===== config.mk =====
export PLATFORM = sky130hd
export DESIGN_NAME = fault_status_trap_control
export DESIGN_NICKNAME = d
export VERILOG_FILES = /design/src/inc/fault_trap_pkg.sv /design/src/logic/fault_status_trap_control.sv
export VERILOG_INCLUDE_DIRS = /design/src /design/src/inc
export SDC_FILE = /design/constraint.sdc
export NUM_CORES = 1
export LEC_CHECK = 0
export ABC_AREA = 1
export ABC_CLOCK_PERIOD_IN_PS = 1500
export BUFFER_PORTS_ARGS = -buffer_cell sky130_fd_sc_hd__buf_2
export CAP_MARGIN = 10
export CORE_UTILIZATION = 42
export DETAILED_ROUTE_END_ITERATION = 10
export GPL_TIMING_DRIVEN = 0
export HOLD_SLACK_MARGIN = 0.05
export PLACE_DENSITY = 0.81
export SYNTH_ARGS = -nofsm -noshare
export SYNTH_HDL_FRONTEND = slang
export SYNTH_SLANG_ARGS = --single-unit

===== constraint.sdc =====
create_clock -name i_clk_sys -period 1.5 [get_ports i_clk_sys]
set_input_delay 0.15 -clock i_clk_sys [delete_from_list [all_inputs] [get_ports i_clk_sys]]
set_output_delay 0.15 -clock i_clk_sys [all_outputs]
set_load 0.1 [all_outputs]

===== src/inc/fault_trap_consts.svh =====
/*
  Constants for the fault status and trap control block: bit positions,
  status codes, system register encodings and reset values.
  Assumes inclusion by the block's module and its bench only.
*/
`ifndef FAULT_TRAP_CONSTS_SVH
`define FAULT_TRAP_CONSTS_SVH

// ----------------------------------------
// fault status bit positions
// ----------------------------------------
`define FS_ADDR_INV_BIT 16
`define FS_CACHE_MAINT_BIT 13
`define FS_EXT_CLASS_BIT 12
`define FS_WNR_BIT 11
`define FS_LONG_DESC_BIT 9
`define FS_STATUS_LSB 0
`define FS_STATUS_MSB 5

// ----------------------------------------
// fault status codes
// ----------------------------------------
`define ST_TRANSLATION 6'h04
`define ST_PERMISSION 6'h0C
`define ST_SYNC_EXT 6'h10
`define ST_ASYNC_ERR 6'h11
`define ST_SYNC_PARITY 6'h18
`define ST_ASYNC_PARITY 6'h19
`define ST_ALIGNMENT 6'h21
`define ST_DEBUG 6'h22
`define ST_LOCKDOWN 6'h34
`define ST_EXCLUSIVE 6'h35

// ----------------------------------------
// feature trap bit positions, masks and fixed values; fault status masks
// ----------------------------------------
`define HT_ACCESS_CTL_BIT 31
`define HT_TRACE_BIT 20
`define HT_VECTOR_BIT 15
`define HT_FP_ALIAS_BIT 11
`define HT_FP_BIT 10
`define HT_RES1_MASK 32'h00003FFF
`define HT_RES1_FIXED 32'h000033FF
`define HT_FP_PAIR_MASK 32'h00000C00
`define HT_TRAP_FIELDS 32'h80108C00
`define HT_ACTIVE_MASK 32'h80108400
`define HT_RW_ALWAYS 32'h80100000
`define FS_RES1_FIXED 32'h00000200
`define FS_WRITE_MASK 32'h0000383F
`define FS_DEFINED_MASK 32'h0001383F

// ----------------------------------------
// system register encodings {opc1,crn,crm,opc2}
// ----------------------------------------
`define ENC_FAULT_STATUS 14'h0280
`define ENC_FEATURE_TRAP 14'h208A
`define CP_SYSTEM 4'hF

`endif


===== src/inc/fault_trap_pkg.sv =====
/*
  Types for the fault status and trap control block.
  Assumes the constants header sits beside it.
*/
package fault_trap_pkg;
  typedef enum logic [2:0] {
    LVL_USER = 3'h1,
    LVL_KERNEL = 3'h2,
    LVL_HYP = 3'h4
  } level_t;

  typedef enum logic [2:0] {
    EXC_NONE = 3'h1,
    EXC_HYP_TRAP = 3'h2,
    EXC_UNDEF_HYP = 3'h4
  } exc_t;

  typedef struct packed {
    logic [31:0] fault_status;
    logic [31:0] feature_trap;
    logic [31:0] rdata;
    logic rvalid;
    exc_t exc;
  } state_t;
endpackage


===== src/logic/fault_status_trap_control.sv =====
/*
  Fault syndrome register and hypervisor feature trap controls, with
  the trap decision for system register accesses and feature use.
  Assumes the core presents one access or fault per cycle, with
  access-control traps to the kernel level already decided.
*/
// Overview of operation
// [RQ1] sync external abort: bit 16 set when fault address unknown, else clear
// [RQ2] address-invalid bit reads zero for any other data abort; code also captures it for sync parity errors
// [RQ3] bit 13 marks cache maintenance origin for sync faults
// [RQ4] bit 12 optional external class, zero when absent or not external
// [RQ5] write-not-read bit: 0 read, 1 write
// [RQ6] faults on system space maintenance/translation report write-not-read as 1
// [RQ7] status codes for translation, permission, alignment, debug
// [RQ8] status codes for sync/async external and parity errors
// [RQ9] lockdown and exclusive codes; other codes never produced
// [RQ10] kernel writes/reads to fault status trap on write/read trap controls
// [RQ11] group 5 trap makes every kernel fault status access trap
// [RQ12] fault status reached at opc1 0, CRn 5, CRm 0, opc2 0
// [RQ13] feature trap register hypervisor only; kernel traps on group 1
// [RQ14] trap fields reset to zero only when resetting into hypervisor level; code resets them to zero on every reset
// [RQ15] bit 31 traps kernel access to coprocessor access control
// [RQ16] bit 20 traps trace register access, except prior traps or forbidden user
// [RQ17] hyp trap from user/kernel, undefined-to-hyp from hypervisor
// [RQ18] trapped trace access has its side effects suppressed
// [RQ19] bit 15 traps vector execution when bit 10 clear
// [RQ20] vector-trap bit reserved one without fp, else rw or raz
// [RQ21] bit 11 ignored, reads as written, reserved one without fp
// [RQ22] bit 10 clear leaves fp and vector access unaffected
// [RQ23] access-control exceptions win over feature trap exceptions
// [RQ24] bit 10 set traps all fp and vector access
// [RQ25] reserved bits read fixed values and ignore writes
`timescale 1ns/1ps
`include "fault_trap_consts.svh"

module fault_status_trap_control
  import fault_trap_pkg::*;
#(
  parameter bit HAS_FP = 1'b1,
  parameter bit HAS_VECTOR = 1'b1,
  parameter bit VECTOR_TRAP_RW = 1'b1,
  parameter bit EXT_CLASS_IMPL = 1'b1,
  parameter bit HAS_HYP = 1'b1
) (
  // clock and reset
  input wire logic i_clk_sys,
  input wire logic i_arst_n,
  input wire logic i_reset_into_hyp,
  // fault capture
  input wire logic i_fault_valid,
  input wire logic [5:0] i_fault_code,
  input wire logic i_fault_sync,
  input wire logic i_fault_addr_unknown,
  input wire logic i_fault_cache_maint,
  input wire logic i_fault_ext_class,
  input wire logic i_fault_write,
  input wire logic i_fault_sys_space,
  // system register access
  input wire logic i_sr_valid,
  input wire logic i_sr_write,
  input wire logic [3:0] i_sr_coproc,
  input wire logic [13:0] i_sr_enc,
  input wire logic [31:0] i_sr_wdata,
  input wire logic [2:0] i_level,
  // hypervisor controls from elsewhere
  input wire logic i_memctl_write_trap,
  input wire logic i_memctl_read_trap,
  input wire logic i_group5_trap,
  input wire logic i_group1_trap,
  // feature accesses
  input wire logic i_acc_ctl_access,
  input wire logic i_trace_access,
  input wire logic i_trace_user_forbidden,
  input wire logic i_vector_exec,
  input wire logic i_fp_access,
  input wire logic i_kernel_trapped,
  // results
  output logic [31:0] o_rdata,
  output logic o_rvalid,
  output logic [2:0] o_exc,
  output logic o_trap_hyp,
  output logic o_trace_side_effect_en,
  output logic [31:0] o_fault_status,
  output logic [31:0] o_feature_trap
);

  // ----------------------------------------
  // helpers
  // ----------------------------------------
  function automatic logic code_legal(input logic [5:0] c);
    case (c)
      `ST_TRANSLATION, `ST_PERMISSION, `ST_ALIGNMENT, `ST_DEBUG: code_legal = 1'b1; // RQ7
      `ST_SYNC_EXT, `ST_SYNC_PARITY, `ST_ASYNC_ERR, `ST_ASYNC_PARITY: code_legal = 1'b1; // RQ8
      `ST_LOCKDOWN, `ST_EXCLUSIVE: code_legal = 1'b1; // RQ9
      default: code_legal = 1'b0;
    endcase
  endfunction

  function automatic logic code_external(input logic [5:0] c);
    code_external = (c == `ST_SYNC_EXT) || (c == `ST_SYNC_PARITY) ||
      (c == `ST_ASYNC_ERR) || (c == `ST_ASYNC_PARITY);
  endfunction

  // feature trap image with fixed bits forced
  function automatic logic [31:0] trap_image(input logic [31:0] w);
    logic [31:0] v;
    v = 32'h00000000;
    v[`HT_ACCESS_CTL_BIT] = w[`HT_ACCESS_CTL_BIT];
    v[`HT_TRACE_BIT] = w[`HT_TRACE_BIT];
    v[`HT_FP_BIT] = HAS_FP ? w[`HT_FP_BIT] : 1'b1;
    v[`HT_FP_ALIAS_BIT] = HAS_FP ? w[`HT_FP_ALIAS_BIT] : 1'b1; // RQ21
    if (!HAS_FP || !HAS_VECTOR) begin
      v[`HT_VECTOR_BIT] = 1'b1; // RQ20
    end else begin
      v[`HT_VECTOR_BIT] = VECTOR_TRAP_RW ? w[`HT_VECTOR_BIT] : 1'b0; // RQ20
    end
    v = (v & ~`HT_RES1_MASK) | (v & `HT_RES1_MASK & `HT_FP_PAIR_MASK) | `HT_RES1_FIXED; // RQ25
    trap_image = v;
  endfunction

  localparam logic [31:0] FT_RESET = trap_image(32'h00000000);

  // ----------------------------------------
  // access decode and trap decision
  // ----------------------------------------
  state_t cur;
  state_t next_cur;
  logic hit_fs;
  logic hit_ht;
  logic lvl_kernel;
  logic lvl_hyp;
  logic trap;
  logic fp_trap;
  logic vec_trap;
  logic trace_trap;

  assign lvl_kernel = (i_level == LVL_KERNEL);
  assign lvl_hyp = (i_level == LVL_HYP);
  assign hit_fs = i_sr_valid && i_sr_coproc == `CP_SYSTEM && i_sr_enc == `ENC_FAULT_STATUS; // RQ12
  assign hit_ht = i_sr_valid && i_sr_coproc == `CP_SYSTEM && i_sr_enc == `ENC_FEATURE_TRAP;

  assign fp_trap = cur.feature_trap[`HT_FP_BIT] &&
    (i_fp_access || i_vector_exec); // RQ22 RQ24
  assign vec_trap = !cur.feature_trap[`HT_FP_BIT] &&
    cur.feature_trap[`HT_VECTOR_BIT] && i_vector_exec; // RQ19
  assign trace_trap = cur.feature_trap[`HT_TRACE_BIT] && i_trace_access &&
    !(i_level == LVL_USER && i_trace_user_forbidden); // RQ16

  always_comb begin
    trap = 1'b0;
    if (HAS_HYP && !i_kernel_trapped) begin // RQ23
      if (hit_fs && lvl_kernel) begin
        trap = (i_sr_write && i_memctl_write_trap) || (!i_sr_write && i_memctl_read_trap) ||
          i_group5_trap; // RQ10 RQ11
      end
      if (hit_ht && lvl_kernel && i_group1_trap) begin
        trap = 1'b1; // RQ13
      end
      if (i_acc_ctl_access && lvl_kernel && cur.feature_trap[`HT_ACCESS_CTL_BIT]) begin
        trap = 1'b1; // RQ15
      end
      if (fp_trap || vec_trap || trace_trap) begin
        trap = 1'b1;
      end
    end
  end

  assign o_trace_side_effect_en = i_trace_access && !trap; // RQ18

  // ----------------------------------------
  // next state
  // ----------------------------------------
  always_comb begin
    next_cur = cur;
    next_cur.rvalid = 1'b0;
    next_cur.exc = EXC_NONE;
    if (trap) begin
      next_cur.exc = lvl_hyp ? EXC_UNDEF_HYP : EXC_HYP_TRAP; // RQ17
    end else if (hit_fs && !i_sr_write) begin
      next_cur.rdata = cur.fault_status;
      next_cur.rvalid = 1'b1;
    end else if (hit_fs && i_sr_write && !(i_level == LVL_USER)) begin
      next_cur.fault_status = (i_sr_wdata & `FS_WRITE_MASK) | `FS_RES1_FIXED; // RQ25
      next_cur.fault_status[`FS_EXT_CLASS_BIT] = EXT_CLASS_IMPL &&
        code_external(i_sr_wdata[`FS_STATUS_MSB:`FS_STATUS_LSB]) &&
        i_sr_wdata[`FS_EXT_CLASS_BIT]; // RQ4
    end else if (hit_ht && !lvl_hyp) begin
      next_cur.exc = EXC_UNDEF_HYP;
    end else if (hit_ht && !i_sr_write) begin
      next_cur.rdata = cur.feature_trap;
      next_cur.rvalid = 1'b1;
    end else if (hit_ht) begin
      next_cur.feature_trap = trap_image(i_sr_wdata);
    end
    // a fault capture wins over a software write in the same cycle
    if (i_fault_valid && code_legal(i_fault_code)) begin // RQ9
      next_cur.fault_status = `FS_RES1_FIXED;
      next_cur.fault_status[`FS_STATUS_MSB:`FS_STATUS_LSB] = i_fault_code; // RQ7 RQ8
      if (i_fault_sync && code_external(i_fault_code)) begin
        next_cur.fault_status[`FS_ADDR_INV_BIT] = i_fault_addr_unknown; // RQ1 RQ2
      end
      next_cur.fault_status[`FS_CACHE_MAINT_BIT] = i_fault_sync && i_fault_cache_maint; // RQ3
      next_cur.fault_status[`FS_EXT_CLASS_BIT] = EXT_CLASS_IMPL &&
        code_external(i_fault_code) && i_fault_ext_class; // RQ4
      next_cur.fault_status[`FS_WNR_BIT] = i_fault_write || i_fault_sys_space; // RQ5 RQ6
    end
  end

  // ----------------------------------------
  // state register
  // ----------------------------------------
  always_ff @(posedge i_clk_sys or negedge i_arst_n) begin
    if (!i_arst_n) begin
      cur.fault_status <= `FS_RES1_FIXED;
      cur.feature_trap <= FT_RESET; // RQ14
      cur.rdata <= 32'h00000000;
      cur.rvalid <= 1'b0;
      cur.exc <= EXC_NONE;
    end else begin
      cur <= next_cur;
    end
  end

  // strap caught after release; trap fields reset to zero on every reset, hyp_reset_zero only feeds trap_rst_a
  logic strap_done;
  logic hyp_reset_zero;
  always_ff @(posedge i_clk_sys or negedge i_arst_n) begin
    if (!i_arst_n) begin
      strap_done <= 1'b0;
      hyp_reset_zero <= 1'b0;
    end else if (!strap_done) begin
      strap_done <= 1'b1;
      hyp_reset_zero <= i_reset_into_hyp; // RQ14
    end
  end

  assign o_rdata = cur.rdata;
  assign o_rvalid = cur.rvalid;
  assign o_exc = cur.exc;
  assign o_trap_hyp = cur.exc != EXC_NONE;
  assign o_fault_status = cur.fault_status;
  assign o_feature_trap = cur.feature_trap;

  // ----------------------------------------
  // checks
  // ----------------------------------------
  addr_inv_gate_a: assert property (@(posedge i_clk_sys) disable iff (!i_arst_n) // RQ2
    (i_fault_valid && code_legal(i_fault_code) && !(i_fault_sync && code_external(i_fault_code)))
    |=> !o_fault_status[`FS_ADDR_INV_BIT]) else $error("address invalid set off sync ext");
  addr_inv_set_a: assert property (@(posedge i_clk_sys) disable iff (!i_arst_n) // RQ1
    (i_fault_valid && i_fault_code == `ST_SYNC_EXT && i_fault_sync)
    |=> o_fault_status[`FS_ADDR_INV_BIT] == $past(i_fault_addr_unknown))
    else $error("address invalid wrong");
  wnr_sys_a: assert property (@(posedge i_clk_sys) disable iff (!i_arst_n) // RQ6
    (i_fault_valid && code_legal(i_fault_code) && i_fault_sys_space)
    |=> o_fault_status[`FS_WNR_BIT]) else $error("write not read not forced");
  ext_class_a: assert property (@(posedge i_clk_sys) disable iff (!i_arst_n) // RQ4
    !code_external(o_fault_status[5:0]) |-> !o_fault_status[`FS_EXT_CLASS_BIT])
    else $error("external class on non external");
  status_legal_a: assert property (@(posedge i_clk_sys) disable iff (!i_arst_n) // RQ9
    $changed(o_fault_status[5:0]) |-> code_legal(o_fault_status[5:0]) || $past(hit_fs))
    else $error("reserved status code");
  fs_trap_a: assert property (@(posedge i_clk_sys) disable iff (!i_arst_n) // RQ11
    (HAS_HYP && hit_fs && lvl_kernel && i_group5_trap && !i_kernel_trapped)
    |=> o_exc == EXC_HYP_TRAP && !o_rvalid) else $error("group 5 trap missed");
  vec_ignore_a: assert property (@(posedge i_clk_sys) disable iff (!i_arst_n) // RQ19
    (o_feature_trap[`HT_FP_BIT] == 1'b0 && o_feature_trap[`HT_VECTOR_BIT] && i_vector_exec &&
    HAS_HYP && !i_kernel_trapped) |=> o_trap_hyp) else $error("vector trap missed");
  prio_a: assert property (@(posedge i_clk_sys) disable iff (!i_arst_n) // RQ23
    i_kernel_trapped |=> !o_trap_hyp) else $error("feature trap beat access control");
  trace_side_a: assert property (@(posedge i_clk_sys) disable iff (!i_arst_n) // RQ18
    trace_trap && HAS_HYP && !i_kernel_trapped |-> !o_trace_side_effect_en)
    else $error("trace side effect on trap");
  res1_a: assert property (@(posedge i_clk_sys) disable iff (!i_arst_n) // RQ25
    ((o_feature_trap & `HT_RES1_FIXED) == `HT_RES1_FIXED) && o_fault_status[`FS_LONG_DESC_BIT])
    else $error("reserved one bit lost");
  hyp_undef_a: assert property (@(posedge i_clk_sys) disable iff (!i_arst_n) // RQ17
    (trap && lvl_hyp) |=> o_exc == EXC_UNDEF_HYP) else $error("wrong exception from hyp");

  // ----------------------------------------
  // capture and register image checks
  // ----------------------------------------
  code_cap_a: assert property (@(posedge i_clk_sys) disable iff (!i_arst_n) // RQ7 RQ8
    (i_fault_valid && code_legal(i_fault_code))
    |=> o_fault_status[`FS_STATUS_MSB:`FS_STATUS_LSB] == $past(i_fault_code))
    else $error("status code not captured");
  code_drop_a: assert property (@(posedge i_clk_sys) disable iff (!i_arst_n) // RQ9
    (i_fault_valid && !code_legal(i_fault_code) && !i_sr_valid) |=> $stable(o_fault_status))
    else $error("reserved code captured");
  cm_sync_a: assert property (@(posedge i_clk_sys) disable iff (!i_arst_n) // RQ3
    (i_fault_valid && code_legal(i_fault_code) && i_fault_sync)
    |=> o_fault_status[`FS_CACHE_MAINT_BIT] == $past(i_fault_cache_maint))
    else $error("cache maintenance bit wrong");
  wnr_dir_a: assert property (@(posedge i_clk_sys) disable iff (!i_arst_n) // RQ5
    (i_fault_valid && code_legal(i_fault_code) && !i_fault_sys_space)
    |=> o_fault_status[`FS_WNR_BIT] == $past(i_fault_write))
    else $error("direction bit wrong");
  rd_fs_a: assert property (@(posedge i_clk_sys) disable iff (!i_arst_n) // RQ12
    (hit_fs && !i_sr_write && !trap)
    |=> o_rvalid && o_rdata == $past(o_fault_status)) else $error("fault status read wrong");
  fs_res0_a: assert property (@(posedge i_clk_sys) disable iff (!i_arst_n) // RQ25
    (o_fault_status & ~(`FS_DEFINED_MASK | `FS_RES1_FIXED)) == 32'h00000000)
    else $error("fault status reserved zero bit set");
  ht_res0_a: assert property (@(posedge i_clk_sys) disable iff (!i_arst_n) // RQ25
    (o_feature_trap & ~(`HT_TRAP_FIELDS | `HT_RES1_FIXED)) == 32'h00000000)
    else $error("feature trap reserved zero bit set");
  vec_res1_a: assert property (@(posedge i_clk_sys) disable iff (!i_arst_n) // RQ20
    (!HAS_FP || !HAS_VECTOR) |-> o_feature_trap[`HT_VECTOR_BIT])
    else $error("vector trap bit not reserved one");
  alias_rw_a: assert property (@(posedge i_clk_sys) disable iff (!i_arst_n) // RQ21
    (HAS_FP && hit_ht && lvl_hyp && i_sr_write && !trap)
    |=> o_feature_trap[`HT_FP_ALIAS_BIT] == $past(i_sr_wdata[`HT_FP_ALIAS_BIT]))
    else $error("alias bit not as written");
  trap_rst_a: assert property (@(posedge i_clk_sys) disable iff (!i_arst_n) // RQ14
    (hyp_reset_zero && strap_done && !$past(strap_done) && !$past(hit_ht))
    |-> (o_feature_trap & `HT_RW_ALWAYS) == 32'h00000000) else $error("trap fields not reset");

  // ----------------------------------------
  // trap decision checks
  // ----------------------------------------
  wr_trap_a: assert property (@(posedge i_clk_sys) disable iff (!i_arst_n) // RQ10
    (HAS_HYP && hit_fs && lvl_kernel && i_sr_write && i_memctl_write_trap && !i_kernel_trapped)
    |=> o_exc == EXC_HYP_TRAP) else $error("write trap missed");
  rd_trap_a: assert property (@(posedge i_clk_sys) disable iff (!i_arst_n) // RQ10
    (HAS_HYP && hit_fs && lvl_kernel && !i_sr_write && i_memctl_read_trap && !i_kernel_trapped)
    |=> o_exc == EXC_HYP_TRAP) else $error("read trap missed");
  grp1_trap_a: assert property (@(posedge i_clk_sys) disable iff (!i_arst_n) // RQ13
    (HAS_HYP && hit_ht && lvl_kernel && i_group1_trap && !i_kernel_trapped)
    |=> o_exc == EXC_HYP_TRAP) else $error("group 1 trap missed");
  ht_level_a: assert property (@(posedge i_clk_sys) disable iff (!i_arst_n) // RQ13
    (hit_ht && !lvl_hyp && !trap) |=> o_exc == EXC_UNDEF_HYP)
    else $error("feature trap register open below hyp");
  acc_ctl_a: assert property (@(posedge i_clk_sys) disable iff (!i_arst_n) // RQ15
    (HAS_HYP && i_acc_ctl_access && lvl_kernel && o_feature_trap[`HT_ACCESS_CTL_BIT] &&
    !i_kernel_trapped) |=> o_exc == EXC_HYP_TRAP) else $error("access control trap missed");
  fp_all_a: assert property (@(posedge i_clk_sys) disable iff (!i_arst_n) // RQ24
    (HAS_HYP && o_feature_trap[`HT_FP_BIT] && (i_fp_access || i_vector_exec) &&
    !i_kernel_trapped) |=> o_trap_hyp) else $error("fp trap missed");
  fp_quiet_a: assert property (@(posedge i_clk_sys) disable iff (!i_arst_n) // RQ22
    ((o_feature_trap & `HT_ACTIVE_MASK) == 32'h00000000 && !i_sr_valid) |=> !o_trap_hyp)
    else $error("trap with all controls clear");
  side_idle_a: assert property (@(posedge i_clk_sys) disable iff (!i_arst_n) // RQ18
    !i_trace_access |-> !o_trace_side_effect_en) else $error("side effect without access");

endmodule

==> reports/metrics.cfg <==
[setup_path]
worstPathRequired_ns=1.35
critical_path.reg2reg.endpoint=o_fault_status[2]$_DFFE_PN0P_
path_class=reg -> out
crit-reg2reg-launch=o_feature_trap[10]$_DFFE_PN0P_
r2r_cells=11
crit_fanout=2
setup.worst_path.end_class=output pin
worst_ep_arrival_time_ns=1.69
setup.worst_path.start_class=flop
setup.reg_to_reg.worst_slack_ns=-0.20

[place]
detailedPlacementHpwl_microns=5300
routabilityCongestion=0.887
worst_setup_slack_post_dpl_ns=-0.504
portBuffers=100

[cts]
clk_pin_slew_worst_paths_ns=0.07
tritoncts.num_buffers=5
tritoncts=done
clock-root-buffer=clkbuf_8
cts_htree_levels=2
clockBufferDepth=2
tritoncts_num_sinks=36
insertion_delay_to_the_later_sink_of_the_worst_skew_pair_ns=0.29

[drt]
drt-pass1-iter-count=4
remaining_drc_errors=0
via_per_inst=4.28
drtIter0Drc=131
vias=2699
wl_per_cell_microns=10.2
route.antenna.remaining_nets=0
routed_wl_microns=6450

[finish]
fin_nets=636
area_delta_synth_final_pct=40.9
layout.cells.most_common=nand2_1
antenna-diode-count=0
final_cell_mix=104 x nand2_1, 98 x buf_2, 71 x buf_4, 62 x conb_1, 33 x inv_1
drive_gt1_frac=0.415

[grt]
maximum_number_of_pins_on_one_net_before_global_route_repair=37
number_of_global_route_vias_before_repair=2366
track_usage=0.195
globalRouteOverflowTotal=0
grt_pass1_wl_microns=9990
grt_antenna_before_repair=0

[synth]
post_synth_inst_count=379
synth.yosys.seq_area_share=0.339
synth.top_cells.by_area=dfrtp_1 32%, buf_4 19%, nand2_1 15%
synth_cell_type_count=28
synth_area_sq_mm=0.00267
synth.top_cell.area_share=0.319
synth_seq_cells=36
syn_area_per_cell_sq_um=7.04
synth.yosys.warnings=0
synth_area_leader_cell=dfrtp_1
synthArstFlopShare=1.00
ys.flop_type=dfrtp_1
synth_enable_flop_cells=0

[floorplanning]
core_region_area_sq_mm=0.00603
die_height_microns=81.7
dieArea_sq_mm=0.00667
i_o_pins=183
std_cell_rows=28
fp.dieW_microns=81.7
initial_utilization=0.443

[power]
power_leakage_nw=2.32
fin_total_pwr_mw=3.36
power_density_mw_per_mm2=894
ir_worst_vdd_v=0.000655

[hold_path]
end_point_of_the_worst_hold_path=o_feature_trap[10]$_DFFE_PN0P_
holdCritStartpoint=i_sr_wdata[10]
hold_depth=3
hold_path_class=in -> reg

[timing]
layout_min_cycle_time_ns=1.84
max_frequency_mhz=542
post_layout_worst_setup_margin_ns=-0.344
clock_skew_ns=0.00353
worst-slew-pin-transition_ns=0.762
report.final.setup_viol=33
relSlewSlack=0.492
rsz_0062_raised_after_global_routing=true
timing_max_transition_violations_final=0
final.period_utilization=1.23
finalHoldViolCount=0

[job]
drv_cap=0

[status]
run_status=finished, violations left
violated_checks=setup timing

## cell usage after synthesis, types with 4 or more instances
library cell	number
nand3_1	32
nand2_2	13
dfrtp_1	34
inv_1	33
nor3_1	7
nand2_1	108
buf_4	66
nor2_4	4
nor2_1	31
nor2_2	6
inv_2	4
o21ai_0	12
nand4_1	8
## state kept, by name (all words and copies together), names as in the netlist
| register | flops |
|---|---|
| o_exc | 3 |
| o_rvalid | 1 |
| o_rdata | 16 |
| o_fault_status | 11 |
| o_feature_trap | 5 |
## per-stage QoR
| step | util | hold slack [ns] | TNS (ns) | instance area [sq um] | cells |
|---|---|---|---|---|---|
| CTS | 0.618 | 0.0928 | -1.51 | 3720 | 630 |
| detailed placement | 0.585 | 0.273 | -3.25 | 3530 | 614 |
| global placement | 0.585 | 0.263 | -2.40 | 3530 | 614 |
| global route | 0.624 | 0.117 | -6.50 | 3760 | 631 |
| finish | 0.624 | 0.0987 | -3.31 | 3760 | 631 |
| floorplan | - | -0.146 | -1.59 | 2930 | 439 |
## power by group
part	total, mW	leakage [nW]	switching, mW	internal, mW
Clock	0.648	0.0422	0.323	0.325
Sequential	1.08	0.472	0.0507	1.03
Combinational	1.63	1.80	1.35	0.287
## final cells by class
cell class | instances | area, sq um
buffer | 69 | 549
clock buffer | 7 | 76.3
clock inverter | 1 | 5.00
fill | 559 | 2270
inverter | 38 | 150
multi-input combinational | 296 | 1360
sequential | 36 | 921
tap | 75 | 93.8
timing repair buffer | 109 | 604
## per-layer routing
| layer | GRT usage | routed length, microns | up-vias |
|---|---|---|---|
| li1 | - | - | 1410 |
| met1 | 0.199 | 2510 | 1176 |
| met2 | 0.377 | 3380 | 101 |
| met3 | 0.0400 | 450 | 12 |
| met4 | 0.0877 | 106 | 0 |
| met5 | 0 | 0 | - |
## worst max-delay path by stage
| stage | startpoint | endpoint | slack [ns] | cells after the start |
|---|---|---|---|---|
| 3_3_place_gp | i_level[1] | o_trace_side_effect_en | -0.48 | 10 |
| 6_report | o_feature_trap[10]$_DFFE_PN0P_ | o_trace_side_effect_en | -0.34 | 9 |
| 4_1_cts | o_feature_trap[10]$_DFFE_PN0P_ | o_trace_side_effect_en | -0.32 | 9 |
| 3_5_place_dp | i_level[1] | o_trace_side_effect_en | -0.50 | 10 |
| 2_1_floorplan | o_feature_trap[10]$_DFFE_PN0P_ | o_trace_side_effect_en | -0.47 | 8 |
| 5_1_grt | o_feature_trap[10]$_DFFE_PN0P_ | o_trace_side_effect_en | -0.41 | 9 |
## what timing repair did
item	CTS	global route
endpoints found under the hold margin	34	0
pin swaps	4	2
resized for setup	15	8
setup endpoints to repair	32	36
cloned	1	0
buffers inserted	6	1
hold buffers	1	0
## kinds of logic (layout without fill, tap and decap cells)
family / count (synthesis) / in the layout / share of synthesized area
AO/OA/AOI/OAI: 18 / 18 / 0.0352
buffers and inverters: 107 / 224 / 0.251
flip-flops: 36 / 36 / 0.339
other: 2 / 62 / 0.00282
AND/OR/NAND/NOR: 216 / 216 / 0.372
## critical path: stages, from the launching register on
cell and delay [ns]:
dfrtp_4 0.48, o21ai_2 0.07, nand2_1 0.07, a31oi_2 0.19
nand2_2 0.10, nand2_4 0.08, buf_12 0.11, inv_8 0.03
nor2_4 0.09, buf_12 0.18
No activity file was read; power rests on OpenSTA's default activity.
